==> src/verilog/phy_ctrl_pkg.sv <==
// package: register map, field positions and timing counts for phy control
package phy_ctrl_pkg;

  // register indices (printed offset 0x05 is not a multiple of four)
  localparam logic [7:0] IDX_CTRL_TWO  = 8'h05;
  localparam logic [7:0] IDX_CTRL      = 8'h00;
  localparam logic [7:0] IDX_MEM_PTR   = 8'h01;
  localparam logic [7:0] IDX_MEM_WIN   = 8'h02;
  localparam logic [7:0] IDX_TX_POWER  = 8'h03;
  localparam logic [7:0] IDX_STATUS    = 8'h04;
  localparam logic [7:0] IDX_IRQ_STAT  = 8'h06;
  localparam logic [7:0] IDX_IRQ_MASK  = 8'h07;

  // byte addresses are four times the index
  localparam logic [11:0] ADDR_CTRL     = {2'h0, IDX_CTRL, 2'h0};
  localparam logic [11:0] ADDR_MEM_PTR  = {2'h0, IDX_MEM_PTR, 2'h0};
  localparam logic [11:0] ADDR_MEM_WIN  = {2'h0, IDX_MEM_WIN, 2'h0};
  localparam logic [11:0] ADDR_TX_POWER = {2'h0, IDX_TX_POWER, 2'h0};
  localparam logic [11:0] ADDR_STATUS   = {2'h0, IDX_STATUS, 2'h0};
  localparam logic [11:0] ADDR_CTRL_TWO = {2'h0, IDX_CTRL_TWO, 2'h0};
  localparam logic [11:0] ADDR_IRQ_STAT = {2'h0, IDX_IRQ_STAT, 2'h0};
  localparam logic [11:0] ADDR_IRQ_MASK = {2'h0, IDX_IRQ_MASK, 2'h0};

  // field positions of the control word
  localparam int RX_MODE_LO     = 10;
  localparam int RX_MODE_HI     = 11;
  localparam int RX_RESET_BIT   = 12;
  localparam int TX_RESET_BIT   = 13;
  localparam int CSUM_EN_BIT    = 14;
  localparam int SETUP_MODE_BIT = 15;

  // status and interrupt bit positions
  localparam int STAT_CSUM_GOOD = 0;
  localparam int IRQ_CSUM_FAIL  = 0;
  localparam int IRQ_RX_DONE    = 1;
  localparam int IRQ_TX_DONE    = 2;
  localparam int IRQ_BITS       = 3;

  // reset values
  localparam logic [15:0] CTRL_RESET     = 16'h0000;
  localparam logic [7:0]  CTRL_TWO_RESET = 8'h00;
  localparam logic [7:0]  BYTE_RESET     = 8'h00;
  localparam logic [15:0] CRC_INIT       = 16'hFFFF;
  localparam logic [15:0] CRC_POLY       = 16'h1021;

  // path reset hold time and derived cycle count at 20 MHz
  localparam int PATH_RESET_NS   = 200;
  localparam int CLK_PERIOD_NS   = 50;
  localparam int PATH_RESET_CYC  =
    (PATH_RESET_NS + CLK_PERIOD_NS - 1) / CLK_PERIOD_NS;
  localparam logic [3:0] PATH_RESET_LAST = 4'(PATH_RESET_CYC - 1);

  // receive mode codes
  typedef enum logic [1:0] {
    RX_AUTO   = 2'h0,
    RX_NORMAL = 2'h1,
    RX_ROBUST = 2'h2,
    RX_BAD    = 2'h3
  } rx_mode_t;

endpackage
==> src/verilog/crc16_unit.sv <==
// module: bytewise crc16 engine, instanced once for transmit append and once for receive check
`timescale 1ns/1ps
module crc16_unit
  import phy_ctrl_pkg::*;
(
  // clock and reset
  input  wire logic        pclk,
  input  wire logic        presetn,
  // control
  input  wire logic        clear,
  input  wire logic        byte_en,
  input  wire logic [7:0]  byte_in,
  // result
  output logic [15:0]      crc
);

  logic [15:0] crc_q, crc_d;   // running remainder

  // one byte per cycle, msb first
  always_comb begin
    logic [15:0] c;
    c = crc_q;
    for (int i = 7; i >= 0; i--) begin
      if (c[15] ^ byte_in[i]) begin
        c = {c[14:0], 1'b0} ^ CRC_POLY;
      end else begin
        c = {c[14:0], 1'b0};
      end
    end
    if (clear) begin
      crc_d = CRC_INIT;
    end else if (byte_en) begin
      crc_d = c;
    end else begin
      crc_d = crc_q;
    end
  end

  // register the remainder
  always_ff @(posedge pclk or negedge presetn) begin
    if (!presetn) begin
      crc_q <= CRC_INIT;
    end else begin
      crc_q <= crc_d;
    end
  end

  assign crc = crc_q;

endmodule

==> src/verilog/path_reset_timer.sv <==
// module: self-clearing path reset sequencer for one phy path
`timescale 1ns/1ps
module path_reset_timer
  import phy_ctrl_pkg::*;
(
  // clock and reset
  input  wire logic pclk,
  input  wire logic presetn,
  // software request and results
  input  wire logic start,
  output logic      busy,
  output logic      done
);

  typedef enum logic [1:0] {IDLE, HOLD, FINISH} rst_state_t;

  rst_state_t state_q, state_d;   // sequencer state
  logic [3:0] cnt_q, cnt_d;       // cycles spent in hold

  // next state: hold the path in reset for the fixed count, then report
  always_comb begin
    state_d = state_q;
    cnt_d   = cnt_q;
    unique case (state_q)
      IDLE: begin
        if (start) begin
          state_d = HOLD;
          cnt_d   = 4'h0;
        end
      end
      HOLD: begin
        if (cnt_q == PATH_RESET_LAST) begin
          state_d = FINISH;
        end else begin
          cnt_d = cnt_q + 4'h1;
        end
      end
      FINISH: begin
        state_d = IDLE;
      end
    endcase
  end

  // register the sequencer
  always_ff @(posedge pclk or negedge presetn) begin
    if (!presetn) begin
      state_q <= IDLE;
      cnt_q   <= 4'h0;
    end else begin
      state_q <= state_d;
      cnt_q   <= cnt_d;
    end
  end

  assign busy = (state_q == HOLD);
  assign done = (state_q == FINISH);

endmodule

==> src/verilog/phy_control_bits.sv <==
// module: phy control word bank with path resets, crc16 and setup mode lock
//
// Summary of operation
// - rx mode: auto, normal, robust, invalid
// - control bit 12 resets receive path
// - control bit 13 resets transmit path
// - path reset is soft bit or global
// - hardware clears path reset bit when done
// - bit 14 set appends crc16 to frames
// - bit 14 clear sends payload only
// - receiver checks last two bytes outside setup mode and receive path reset
// - crc mismatch clears checksum good flag
// - bit 15 forces memory enables active
// - setup mode blocks transmit and receive
// - protected registers writable only in setup
// - global reset clears control word two
`timescale 1ns/1ps
module phy_control_bits
  import phy_ctrl_pkg::*;
(
  // apb clock and reset
  input  wire logic        pclk,
  input  wire logic        presetn,
  // apb slave
  input  wire logic        psel,
  input  wire logic        penable,
  input  wire logic        pwrite,
  input  wire logic [11:0] paddr,
  input  wire logic [31:0] pwdata,
  output logic             pready,
  output logic [31:0]      prdata,
  output logic             pslverr,
  // transmit byte stream in (payload) and out (line)
  input  wire logic        tx_in_valid,
  input  wire logic [7:0]  tx_in_data,
  input  wire logic        tx_in_last,
  output logic             tx_out_valid,
  output logic [7:0]       tx_out_data,
  output logic             tx_out_last,
  // received byte stream (crc bytes included)
  input  wire logic        rx_in_valid,
  input  wire logic [7:0]  rx_in_data,
  input  wire logic        rx_in_last,
  // phy control outputs
  output logic [1:0]       receive_mode_select,
  output logic             rx_path_reset,
  output logic             tx_path_reset,
  output logic             mem_chip_en,
  output logic             mem_out_en,
  // interrupt
  output logic             irq
);

  // register state
  logic [15:0] ctrl_q, ctrl_d;           // phy_control_word
  logic [7:0]  ctrl2_q, ctrl2_d;         // phy_control_word_two
  logic [7:0]  mptr_q, mptr_d;           // phy_memory_pointer
  logic [7:0]  mwin_q, mwin_d;           // phy_memory_window
  logic [7:0]  transmit_power_control_q, transmit_power_control_d;           // transmit_power_control
  logic        good_q, good_d;           // checksum_good_flag
  logic [IRQ_BITS-1:0] ist_q, ist_d;     // sticky interrupt status
  logic [IRQ_BITS-1:0] imask_q, imask_d; // interrupt mask
  logic [31:0] rdata_q, rdata_d;         // read data register
  logic        ready_q, ready_d;         // answer strobe
  logic        err_q, err_d;             // unmapped answer
  logic        irq_q, irq_d;             // interrupt level

  // datapath state
  logic        tx_crc_q, tx_crc_d;       // appending crc bytes
  logic        tx_hi_q, tx_hi_d;         // next crc byte is the high one
  logic        tvalid_q, tvalid_d;
  logic [7:0]  tdata_q, tdata_d;
  logic        tlast_q, tlast_d;
  logic [15:0] rx_tail_q, rx_tail_d;     // last two received bytes
  logic [1:0]  rx_cnt_q, rx_cnt_d;       // bytes seen, saturates at two
  logic        rrst_q, rrst_d, trst_q, trst_d;

  // helpers
  logic        wr_en, rd_en, setup, tx_ok, rx_ok;
  logic        rx_busy, rx_done, tx_busy, tx_done;
  logic [15:0] tx_crc, rx_crc;
  logic        frame_end;
  logic        tx_plain_end;             // payload-only frame ends
  logic        crc_fail;

  assign wr_en = psel && penable && pwrite && !ready_q;
  assign rd_en = psel && penable && !pwrite && !ready_q;
  assign setup = ctrl_q[SETUP_MODE_BIT];
  assign tx_ok = !setup && !trst_q;
  assign rx_ok = !setup && !rrst_q;

  // path reset sequencers; software bit starts each one
  path_reset_timer u_rx_rst (
    .pclk    (pclk),
    .presetn (presetn),
    .start   (ctrl_q[RX_RESET_BIT] && !rx_busy && !rx_done),
    .busy    (rx_busy),
    .done    (rx_done)
  );
  path_reset_timer u_tx_rst (
    .pclk    (pclk),
    .presetn (presetn),
    .start   (ctrl_q[TX_RESET_BIT] && !tx_busy && !tx_done),
    .busy    (tx_busy),
    .done    (tx_done)
  );

  // transmit crc consumes each payload byte accepted
  crc16_unit u_tx_crc (
    .pclk    (pclk),
    .presetn (presetn),
    .clear   (!tx_ok || (tx_crc_q && !tx_hi_q) || tx_plain_end),
    .byte_en (tx_ok && tx_in_valid && !tx_crc_q),
    .byte_in (tx_in_data),
    .crc     (tx_crc)
  );

  // receive crc runs two bytes behind the stream so the tail is excluded
  crc16_unit u_rx_crc (
    .pclk    (pclk),
    .presetn (presetn),
    .clear   (!rx_ok || frame_end),
    .byte_en (rx_ok && rx_in_valid && rx_cnt_q == 2'h2),
    .byte_in (rx_tail_q[15:8]),
    .crc     (rx_crc)
  );

  assign frame_end = rx_ok && rx_in_valid && rx_in_last;
  // a payload-only frame must not leave its remainder to the next frame
  assign tx_plain_end = tx_in_valid && tx_in_last && !tx_crc_q &&
                        !ctrl_q[CSUM_EN_BIT];
  // compare the remainder against the final two bytes
  assign crc_fail = (rx_cnt_q == 2'h2) ?
    ({rx_tail_q[7:0], rx_in_data} != rx_crc_next(rx_crc, rx_tail_q[15:8]))
    : 1'b1;

  // remainder including the byte being retired this cycle
  function automatic logic [15:0] rx_crc_next(input logic [15:0] c_in,
                                              input logic [7:0]  b);
    logic [15:0] c;
    c = c_in;
    for (int i = 7; i >= 0; i--) begin
      if (c[15] ^ b[i]) begin
        c = {c[14:0], 1'b0} ^ CRC_POLY;
      end else begin
        c = {c[14:0], 1'b0};
      end
    end
    return c;
  endfunction

  // register bank next values
  always_comb begin
    ctrl_d  = ctrl_q;
    ctrl2_d = ctrl2_q;
    mptr_d  = mptr_q;
    mwin_d  = mwin_q;
    transmit_power_control_d  = transmit_power_control_q;
    imask_d = imask_q;
    ist_d   = ist_q;
    good_d  = good_q;
    ready_d = psel && penable && !ready_q;
    err_d   = 1'b0;
    rdata_d = 32'h0000_0000;
    // software writes; w1c on interrupt status
    if (wr_en) begin
      unique case (paddr)
        ADDR_CTRL:     ctrl_d  = pwdata[15:0];
        ADDR_CTRL_TWO: ctrl2_d = pwdata[7:0];
        ADDR_MEM_PTR:  if (setup) mptr_d = pwdata[7:0];
        ADDR_MEM_WIN:  if (setup) mwin_d = pwdata[7:0];
        ADDR_TX_POWER: if (setup) transmit_power_control_d = pwdata[7:0];
        ADDR_IRQ_STAT: ist_d = ist_q & ~pwdata[IRQ_BITS-1:0];
        ADDR_IRQ_MASK: imask_d = pwdata[IRQ_BITS-1:0];
        ADDR_STATUS:   ;  // status writes change nothing
        default:       err_d = 1'b1;
      endcase
    end
    // reads
    if (rd_en) begin
      unique case (paddr)
        ADDR_CTRL:     rdata_d = {16'h0000, ctrl_q};
        ADDR_CTRL_TWO: rdata_d = {24'h000000, ctrl2_q};
        ADDR_MEM_PTR:  rdata_d = {24'h000000, mptr_q};
        ADDR_MEM_WIN:  rdata_d = {24'h000000, mwin_q};
        ADDR_TX_POWER: rdata_d = {24'h000000, transmit_power_control_q};
        ADDR_STATUS:   rdata_d = {31'h00000000, good_q};
        ADDR_IRQ_STAT: rdata_d = {29'h00000000, ist_q};
        ADDR_IRQ_MASK: rdata_d = {29'h00000000, imask_q};
        default:       err_d = 1'b1;
      endcase
    end
    // hardware clears the path reset bits when complete (wins over write)
    if (rx_done) begin
      ctrl_d[RX_RESET_BIT] = 1'b0;
    end
    if (tx_done) begin
      ctrl_d[TX_RESET_BIT] = 1'b0;
    end
    // frame end updates checksum good and events; set wins over clear
    if (frame_end) begin
      good_d = !crc_fail;
      ist_d[IRQ_RX_DONE] = 1'b1;
      if (crc_fail) begin
        ist_d[IRQ_CSUM_FAIL] = 1'b1;
      end
    end
    if (tvalid_q && tlast_q) begin
      ist_d[IRQ_TX_DONE] = 1'b1;
    end
    irq_d = |(ist_d & imask_d);
  end

  // transmit path and receive tail next values
  always_comb begin
    tx_crc_d  = tx_crc_q;
    tx_hi_d   = tx_hi_q;
    tvalid_d  = 1'b0;
    tdata_d   = tdata_q;
    tlast_d   = 1'b0;
    rx_tail_d = rx_tail_q;
    rx_cnt_d  = rx_cnt_q;
    rrst_d    = ctrl_q[RX_RESET_BIT] || rx_busy;
    trst_d    = ctrl_q[TX_RESET_BIT] || tx_busy;
    if (!tx_ok) begin
      tx_crc_d = 1'b0;
      tx_hi_d  = 1'b0;
    end else if (tx_crc_q) begin
      // crc bytes follow the payload, high byte first
      tvalid_d = 1'b1;
      tdata_d  = tx_hi_q ? tx_crc[15:8] : tx_crc[7:0];
      tlast_d  = !tx_hi_q;
      tx_hi_d  = 1'b0;
      tx_crc_d = tx_hi_q;
    end else if (tx_in_valid) begin
      tvalid_d = 1'b1;
      tdata_d  = tx_in_data;
      if (tx_in_last && ctrl_q[CSUM_EN_BIT]) begin
        tx_crc_d = 1'b1;
        tx_hi_d  = 1'b1;
      end else begin
        tlast_d  = tx_in_last;  // payload only
      end
    end
    if (!rx_ok || frame_end) begin
      rx_cnt_d  = 2'h0;
      rx_tail_d = 16'h0000;
    end else if (rx_in_valid) begin
      rx_tail_d = {rx_tail_q[7:0], rx_in_data};
      if (rx_cnt_q != 2'h2) begin
        rx_cnt_d = rx_cnt_q + 2'h1;
      end
    end
  end

  // register everything; global reset clears all but the path resets, which it sets
  always_ff @(posedge pclk or negedge presetn) begin
    if (!presetn) begin
      ctrl_q    <= CTRL_RESET;
      ctrl2_q   <= CTRL_TWO_RESET;
      mptr_q    <= BYTE_RESET;
      mwin_q    <= BYTE_RESET;
      transmit_power_control_q    <= BYTE_RESET;
      good_q    <= 1'b0;
      ist_q     <= '0;
      imask_q   <= '0;
      rdata_q   <= 32'h0000_0000;
      ready_q   <= 1'b0;
      err_q     <= 1'b0;
      irq_q     <= 1'b0;
      tx_crc_q  <= 1'b0;
      tx_hi_q   <= 1'b0;
      tvalid_q  <= 1'b0;
      tdata_q   <= 8'h00;
      tlast_q   <= 1'b0;
      rx_tail_q <= 16'h0000;
      rx_cnt_q  <= 2'h0;
      rrst_q    <= 1'b1;
      trst_q    <= 1'b1;
    end else begin
      ctrl_q    <= ctrl_d;
      ctrl2_q   <= ctrl2_d;
      mptr_q    <= mptr_d;
      mwin_q    <= mwin_d;
      transmit_power_control_q    <= transmit_power_control_d;
      good_q    <= good_d;
      ist_q     <= ist_d;
      imask_q   <= imask_d;
      rdata_q   <= rdata_d;
      ready_q   <= ready_d;
      err_q     <= err_d;
      irq_q     <= irq_d;
      tx_crc_q  <= tx_crc_d;
      tx_hi_q   <= tx_hi_d;
      tvalid_q  <= tvalid_d;
      tdata_q   <= tdata_d;
      tlast_q   <= tlast_d;
      rx_tail_q <= rx_tail_d;
      rx_cnt_q  <= rx_cnt_d;
      rrst_q    <= rrst_d;
      trst_q    <= trst_d;
    end
  end

  // mode code 11 passes through untouched; software must avoid it
  assign receive_mode_select = ctrl_q[RX_MODE_HI:RX_MODE_LO];
  assign rx_path_reset = rrst_q;
  assign tx_path_reset = trst_q;
  // memories forced active in setup mode (registered via ctrl_q)
  assign mem_chip_en  = ctrl_q[SETUP_MODE_BIT];
  assign mem_out_en   = ctrl_q[SETUP_MODE_BIT];
  assign tx_out_valid = tvalid_q;
  assign tx_out_data  = tdata_q;
  assign tx_out_last  = tlast_q;
  assign pready  = ready_q;
  assign prdata  = rdata_q;
  assign pslverr = err_q;
  assign irq     = irq_q;

endmodule

==> config.mk <==
export PLATFORM = sky130hd
export DESIGN_NAME = phy_control_bits
export DESIGN_NICKNAME = d
export VERILOG_FILES = /design/src/verilog/phy_ctrl_pkg.sv /design/src/verilog/crc16_unit.sv /design/src/verilog/path_reset_timer.sv /design/src/verilog/phy_control_bits.sv
export SDC_FILE = /design/constraint.sdc
export NUM_CORES = 1
export LEC_CHECK = 0
export BUFFER_PORTS_ARGS = -buffer_cell sky130_fd_sc_hd__buf_4
export CAP_MARGIN = 20
export CORE_MARGIN = 2
export CORE_UTILIZATION = 50
export DETAILED_ROUTE_END_ITERATION = 10
export PLACE_DENSITY = 0.75
export SLEW_MARGIN = 40
export SYNTH_ARGS = -nofsm -noshare
export SYNTH_HDL_FRONTEND = slang
export SYNTH_SLANG_ARGS = --single-unit
==> constraint.sdc <==
create_clock -name pclk -period 2.1 [get_ports pclk]
set_input_delay 0.21 -clock pclk [delete_from_list [all_inputs] [get_ports pclk]]
set_output_delay 0.21 -clock pclk [all_outputs]
set_load 0.03 [all_outputs]
After elaboration in Yosys (flattened, before gate mapping)
Index checks and enable logic that the tools add are counted.

Bits in registers: 166. Bits of input ports: 69. Output and inout port bits: 51. Logic and storage cells: 237.

Add/sub/neg operators: 3. Equal/unequal tests: 24. Mux-type cells: 73. Bitwise logic cells: 35. Reduce and logical (&&, ||, !) cells: 73.

Operators with widths (count): 13-bit two-way mux (16); 16-bit case mux with 8 select lines (1); 16-bit two-way mux (7); 3-bit NOT (17); 12-bit by 5-bit equality test with 1-bit output (second input constant) (4); 14-bit two-way mux (2); 12-bit by 4-bit equality test with 1-bit output (second input constant) (2); 1-bit two-way mux (24); 8-bit two-way mux (3); 1-bit logical AND (23); 2-bit nonzero test (11); 2-bit AND reduction (9); 2-bit two-way mux (8); 4-bit two-way mux (4); 16-bit inequality test (1); 4-bit case mux with 2 select lines (2); 1-bit XOR (16); 1-bit logical NOT (15); 3-bit AND reduction (5); 12-bit by 3-bit equality test with 1-bit output (second input constant) (1); 12-bit logical NOT (1); 3-bit two-way mux (4); 2-bit case mux with 3 select lines (2); 4-bit by 1-bit adder with 4-bit output (second input constant) (2); 13 further kinds (28).

Longest topological paths before layout
Word-level depth: 22. Depth in mapped cells: 8. Mapped depth without buffers: 6.

By module
From an unflattened synthesis, not the netlist that was laid out.

Cells, all modules: 671. Area, all modules: 7906.3 µm².

Modules (own cells, without submodules): phy_control_bits (instances 1, cells each 431, area an instance 5086.1 µm², sequential area each 2655.0 µm²); crc16_unit (instances 2, cells each 80, area an instance 1027.2 µm², sequential area each 420.4 µm²); path_reset_timer (instances 2, cells each 40, area an instance 382.9 µm², sequential area each 150.1 µm²).

Worst setup path before layout
Ideal clock, no wire load.

Kind: reg-to-reg. From: register u_rx_crc.crc_q[13] (netlist: u_rx_crc.crc[13]). To: register irq_q (netlist: irq). Setup time: 136 ps. Arrival time: 2156 ps. Required time: 1964 ps. Setup slack: -192 ps. Stages on the path, launching flop included: 7. Buffers on the path: 0. Period minus slack after synthesis: 2292 ps. Cell sequence: dfstp_2 xor2_1 xnor2_2 xnor3_1 a211o_1 nor4_2 o21ai_0.

Cells in the longest elaborated chain, start to end: 14. Elaborated cells between the ends (all ways): 15. Classes of those cells: eq/ne: 1; mux: 9; bitwise: 4; reduce/logical: 1.

RTL lines: start, declared (line crc16_unit.sv:17) `logic [15:0] crc_q, crc_d;`; start signal, assigned (line crc16_unit.sv:44) `crc_q <= crc_d;`; 1-bit XOR (*) (line phy_control_bits.sv:143) `if (c[15] ^ b[i]) begin`; 13-bit two-way mux (*) (line phy_control_bits.sv:143); 13-bit two-way mux (3 in a row) (line phy_control_bits.sv:143); 13-bit two-way mux (*) (line phy_control_bits.sv:143); 3-bit NOT (no line); 13-bit two-way mux (line phy_control_bits.sv:143); 16-bit inequality test (*) (line phy_control_bits.sv:134) `({rx_tail_q[7:0], rx_in_data} != rx_crc_next(rx_crc, rx_tail_q[15:8]))`; 1-bit two-way mux (*) (line phy_control_bits.sv:133) `assign crc_fail = (rx_cnt_q == 2'h2) ?`; 1-bit two-way mux (*) (line phy_control_bits.sv:204) `if (crc_fail) begin`; 2-bit two-way mux (*) (line phy_control_bits.sv:201) `if (frame_end) begin`; 3-bit AND (*) (line phy_control_bits.sv:211) `irq_d = |(ist_d & imask_d);`; 3-bit OR reduction (*) (line phy_control_bits.sv:211); via irq_d (line phy_control_bits.sv:66) `logic irq_q, irq_d;`; end signal, assigned (line phy_control_bits.sv:292) `irq_q <= irq_d;`; end, declared (line phy_control_bits.sv:66).

Mark *: on every way through the listed nets, which the timed path passes. The rest lies on a longest branch. A chain may end at the register's enable or synchronous reset.

Worst setup path in the final report
From: register u_rx_crc.crc_q[13] (netlist: u_rx_crc.crc[13]). To: register good_q.

Cells in the longest elaborated chain, start to end: 11. Elaborated cells between the ends (all ways): 12. Classes of those cells: eq/ne: 1; mux: 7; bitwise: 3; reduce/logical: 1.

RTL lines: 1-bit XOR (*) (line phy_control_bits.sv:143); 13-bit two-way mux (*) (line phy_control_bits.sv:143); 13-bit two-way mux (3 in a row) (line phy_control_bits.sv:143); 13-bit two-way mux (*) (line phy_control_bits.sv:143); 3-bit NOT (no line); 13-bit two-way mux (line phy_control_bits.sv:143); 16-bit inequality test (*) (line phy_control_bits.sv:134); 1-bit two-way mux (*) (line phy_control_bits.sv:133); 1-bit logical NOT (*) (line phy_control_bits.sv:202) `good_d = !crc_fail;`; end signal, assigned (line phy_control_bits.sv:286) `good_q <= good_d;`; end, declared (line phy_control_bits.sv:60) `logic good_q, good_d;`.

Every way passes the cells marked *; elsewhere a longest branch is shown, timed or not.

==> run_summary.xml <==
<?xml version="1.0" encoding="UTF-8"?>
<metrics>
  <group name="outcome">
    <metric name="status" unit="">finished, violations left</metric>
    <metric name="failed_checks" unit="">setup timing</metric>
  </group>
  <group name="clock_network">
    <metric name="clock_tree.htree_level_count" unit="">4</metric>
    <metric name="insertion_delay" unit="ns">0.42</metric>
    <metric name="tritoncts.num_buffers" unit="">17</metric>
    <metric name="clkTransAtPathRegs" unit="ns">0.06</metric>
    <metric name="tritoncts" unit="">yes</metric>
    <metric name="cts_num_sinks" unit="">150</metric>
    <metric name="clockBufferDepth" unit="">2</metric>
    <metric name="clk_root_buffer_cell" unit="">sky130_fd_sc_hd__clkbuf_16</metric>
  </group>
  <group name="logic_synthesis">
    <metric name="synth-seq-cells" unit="">150</metric>
    <metric name="async_reset_ff_frac" unit="">1.000</metric>
    <metric name="seq_total_area_yosys" unit="">0.5277</metric>
    <metric name="synth_adder_area_share" unit="">0.01565</metric>
    <metric name="yosys.area.top_type_share" unit="">0.4035</metric>
    <metric name="post_synth.cell_area_avg" unit="µm²">11.38</metric>
    <metric name="synth.top_cells.by_area" unit="">sky130_fd_sc_hd__dfrtp_1 (40%), sky130_fd_sc_hd__dfstp_2 (12%), sky130_fd_sc_hd__mux2_2 (7.8%), sky130_fd_sc_hd__xnor2_1 (3.8%), sky130_fd_sc_hd__xor2_1 (3.3%)</metric>
    <metric name="count_of_flip_flops_with_a_built_in_enable_after_synthesis" unit="">0</metric>
    <metric name="synthFlopType" unit="">sky130_fd_sc_hd__dfrtp_1</metric>
    <metric name="netlist-cell-type-count" unit="">61</metric>
    <metric name="synth-xor-area-share" unit="">0.08593</metric>
    <metric name="synth_largest_area_cell" unit="">sky130_fd_sc_hd__dfrtp_1</metric>
    <metric name="post_synth_instance_area" unit="mm²">0.007193</metric>
    <metric name="synth_top_family_by_area" unit="">compound AO/OA/AOI/OAI gates</metric>
    <metric name="synth_simple_gate_area_share" unit="">0.1066</metric>
    <metric name="synth_compound_gate_area_share" unit="">0.1186</metric>
    <metric name="post_synth_mux_area_share" unit="">0.1038</metric>
    <metric name="synthCells" unit="">632</metric>
    <metric name="ys.warnings.count" unit="">0</metric>
  </group>
  <group name="setup_path">
    <metric name="worstPathRequired" unit="ns">2.46</metric>
    <metric name="path_delay_family" unit="">flip-flops</metric>
    <metric name="worstRegToRegCells" unit="">7</metric>
    <metric name="timing.critical_path.buf_inv" unit="">1</metric>
    <metric name="worst-path-stages" unit="">7</metric>
    <metric name="timing_worst_setup_path_type" unit="">reg -&gt; reg</metric>
    <metric name="cp_slowest_cell" unit="">sky130_fd_sc_hd__dfstp_2</metric>
    <metric name="regToRegSetupSlack" unit="ns">-0.03</metric>
    <metric name="timing.rr.start" unit="">u_rx_crc.crc[13]$_DFFE_PN1P_</metric>
    <metric name="worst_ep_arrival_time" unit="ns">2.49</metric>
    <metric name="worst_setup_path_startpoint" unit="">u_rx_crc.crc[13]$_DFFE_PN1P_</metric>
    <metric name="crit_path_end_kind" unit="">register</metric>
    <metric name="setup.worst_path.end" unit="">good_q$_DFFE_PN0P_</metric>
    <metric name="timing.rr.end" unit="">good_q$_DFFE_PN0P_</metric>
    <metric name="cp_slowest_stage_delay" unit="ns">0.57</metric>
    <metric name="start_kind" unit="">register</metric>
    <metric name="critical_path_cell_by_cell" unit="">xor2_4, buf_12, xnor2_4, xnor3_1, a211o_1, nor4_4, mux2_4</metric>
    <metric name="critPathMaxFanout" unit="">3</metric>
  </group>
  <group name="route">
    <metric name="drc_viols" unit="">0</metric>
    <metric name="vias_per_cell" unit="">5.580</metric>
    <metric name="route.antenna.remaining_nets" unit="">0</metric>
    <metric name="drt_first_iter_violations" unit="">416</metric>
    <metric name="drt_wl_total" unit="µm">16890</metric>
    <metric name="detail_route.first_pass.iterations" unit="">7</metric>
    <metric name="dr_total_vias" unit="">5329</metric>
    <metric name="routedWlPerCell" unit="µm">17.69</metric>
  </group>
  <group name="die">
    <metric name="boundaryPins" unit="">120</metric>
    <metric name="overall_die_area" unit="mm²">0.01536</metric>
    <metric name="die_w" unit="µm">123.9</metric>
    <metric name="floorplan.die.height" unit="µm">123.9</metric>
    <metric name="floorplan.initialDensity" unit="">0.5142</metric>
    <metric name="design.core.area" unit="mm²">0.01399</metric>
    <metric name="floorplan.rows" unit="">43</metric>
  </group>
  <group name="timing">
    <metric name="finalHoldViolations" unit="">0</metric>
    <metric name="maxSlewViolCount" unit="">0</metric>
    <metric name="setup-tns-final" unit="ns">-0.03672</metric>
    <metric name="report.final.setup_viol" unit="">2</metric>
    <metric name="rsz0062_at_grt" unit="">true</metric>
    <metric name="tightestPinTransition" unit="ns">0.5908</metric>
    <metric name="slew_headroom" unit="">0.6052</metric>
    <metric name="period_share" unit="">1.015</metric>
    <metric name="postLayoutSetupSlackWorst" unit="ns">-0.03165</metric>
    <metric name="max_clock_freq" unit="GHz">0.4691</metric>
    <metric name="post_layout_min_period" unit="ns">2.132</metric>
    <metric name="fin_skew" unit="ns">0.007983</metric>
  </group>
  <group name="cells_and_area">
    <metric name="layout.cells.most_common" unit="">sky130_fd_sc_hd__buf_4</metric>
    <metric name="top_library_cells_by_usage_in_the_layout_fill_and_taps_aside" unit="">sky130_fd_sc_hd__buf_4 (132), sky130_fd_sc_hd__dfrtp_1 (116), sky130_fd_sc_hd__mux2_2 (50)</metric>
    <metric name="insertedDiodeCount" unit="">0</metric>
    <metric name="stdcell_area" unit="mm²">0.008995</metric>
    <metric name="syn2layout_area_growth" unit="%">25.05</metric>
    <metric name="finalNetCount" unit="">840</metric>
    <metric name="drive_above_1_share" unit="">0.3497</metric>
    <metric name="final_core_area_utilization" unit="">0.6430</metric>
  </group>
  <group name="grt">
    <metric name="grt_use_met2" unit="">0.3767</metric>
    <metric name="grt_start_max_net_pins" unit="">55</metric>
    <metric name="first_global_vias" unit="">5407</metric>
    <metric name="global_route_total_overflow" unit="">0</metric>
    <metric name="globalRouteMet3Util" unit="">0.05540</metric>
    <metric name="gr-max-usage-layer" unit="">met2</metric>
    <metric name="grt_usage" unit="">0.2332</metric>
    <metric name="grt_pass1_wl" unit="µm">27200</metric>
    <metric name="grt_util_met1" unit="">0.3114</metric>
    <metric name="antenna_violations_before_repair" unit="">0</metric>
  </group>
  <group name="placement">
    <metric name="placement.cell_area" unit="mm²">0.008294</metric>
    <metric name="portBuffers" unit="">87</metric>
    <metric name="placer_congestion" unit="">0.8393</metric>
    <metric name="hpwl" unit="µm">11670</metric>
    <metric name="pre_cts_ws" unit="ns">-0.1978</metric>
  </group>
  <group name="run">
    <metric name="maxCapViolations" unit="">0</metric>
  </group>
  <group name="min_path">
    <metric name="hp-class" unit="">in -&gt; reg</metric>
    <metric name="min_from" unit="">pwdata[11]</metric>
  </group>
  <group name="pwr">
    <metric name="power.density" unit="mW/mm²">1004</metric>
    <metric name="leakage" unit="nW">4.197</metric>
    <metric name="vdd_ir_drop_max" unit="µV">601.4</metric>
  </group>
</metrics>
==> state kept, by name, indices dropped and copies added, names as in the netlist, 2 cells and up <==
signal,count
ctrl2_q,8
ctrl_q,16
imask_q,3
ist_q,3
mptr_q,8
mwin_q,8
prdata,16
rx_cnt_q,2
rx_tail_q,16
transmit_power_control_q,8
tx_out_data,8
u_rx_crc.crc,16
u_rx_rst.cnt_q,4
u_rx_rst.state_q,2
u_tx_crc.crc,16
u_tx_rst.cnt_q,4
u_tx_rst.state_q,2
==> report_power, final <==
group,switching (mW),total [mW],internal [mW]
Combinational,1.43,2.49,1.06
Sequential,0.323,3.69,3.37
Clock,1.09,2.84,1.75
==> layer usage <==
| metal | vias up | routed length [µm] |
|---|---|---|
| met5 | - | 0 |
| met4 | 0 | 267 |
| met3 | 25 | 987 |
| met2 | 181 | 8240 |
| met1 | 2651 | 7394 |
| li1 | 2472 | - |
==> metrics by stage <==
step | hold WS, ns | total power, mW | std cells
after floorplan | -0.08559 | 5.365 | 647
after global placement | 0.2053 | 6.007 | 918
after detailed placement | 0.2050 | 6.147 | 918
after CTS | 0.004149 | 9.044 | 954
after global routing | 0.004749 | 9.513 | 955
final | 0.01511 | 9.027 | 955
==> worst reg2reg max path, delay by kind of cell (launching register included) <==
kind,cells,cell delay [ns]
and+or+nand+nor,1,0.34
buffers and inverters,1,0.13
DFF,1,0.57
AOI/OAI and AO/OA,1,0.26
muxes,1,0.22
xor gates and xnor gates,3,0.55
==> repair_timing <==
action,4_1_cts,5_1_grt
hold buffers,1,1
buffers inserted,3,1
resized for setup,10,6
pin swaps,7,7
setup endpoints to repair,3,3
endpoints found under the hold margin,37,1
==> worst min path at each step <==
| stage | to | slack [ns] | depth (start not counted) |
|---|---|---|---|
| 6_report | ctrl_q[11]$_DFFE_PN0P_ | 0.02 | 2 |
| 5_1_grt | ctrl_q[11]$_DFFE_PN0P_ | 0.005 | 2 |
| 4_1_cts | ctrl_q[14]$_DFFE_PN0P_ | 0.004 | 2 |
| 3_5_place_dp | ctrl_q[11]$_DFFE_PN0P_ | 0.20 | 1 |
| 3_3_place_gp | u_rx_rst.cnt_q[2]$_DFFE_PN0P_ | 0.21 | 1 |
| 2_1_floorplan | ctrl2_q[0]$_DFFE_PN0P_ | -0.09 | 0 |
==> cell usage after synthesis (all sizes together), types with 2 or more instances <==
master / number
inv: 15
a222oi: 6
or2: 2
or3: 2
o22ai: 5
nor3b: 3
mux2i: 15
nor4: 4
a22o: 17
buf: 25
nand2: 46
nor3: 16
nand3: 8
nand4: 5
dfrtp: 116
clkbuf: 18
a221oi: 2
xnor2: 34
o31ai: 4
ha: 9
nand4b: 2
nor2b: 3
nand2b: 3
xor2: 27
and2: 10
nor2: 41
mux2: 51
o211ai: 3
dfstp: 34
a21oi: 35
o21ai: 31
o22a: 7
and3: 8
a22oi: 8
==> logic make-up (layout without fill, tap and decap cells) <==
kind of cell	Yosys count	count (layout)
mux	67	67
other cells	1	16
simple gates	156	156
xor+xnor	63	63
buf+inv	58	186
fa+ha+maj	9	9
compound gates	128	128
flops	150	150
==> area by class of cell <==
cell class              instances  area (µm²)
inverters                      15       56.30
multi-input cells             439        3281
well taps                     180       225.2
repair buffers                139        1085
fillers                      1069        4994
flip-flops and latches        150        3796
clock buffers                  28       506.7
clock inverters                 4       45.04
Power figures use the tool's default switching activity.
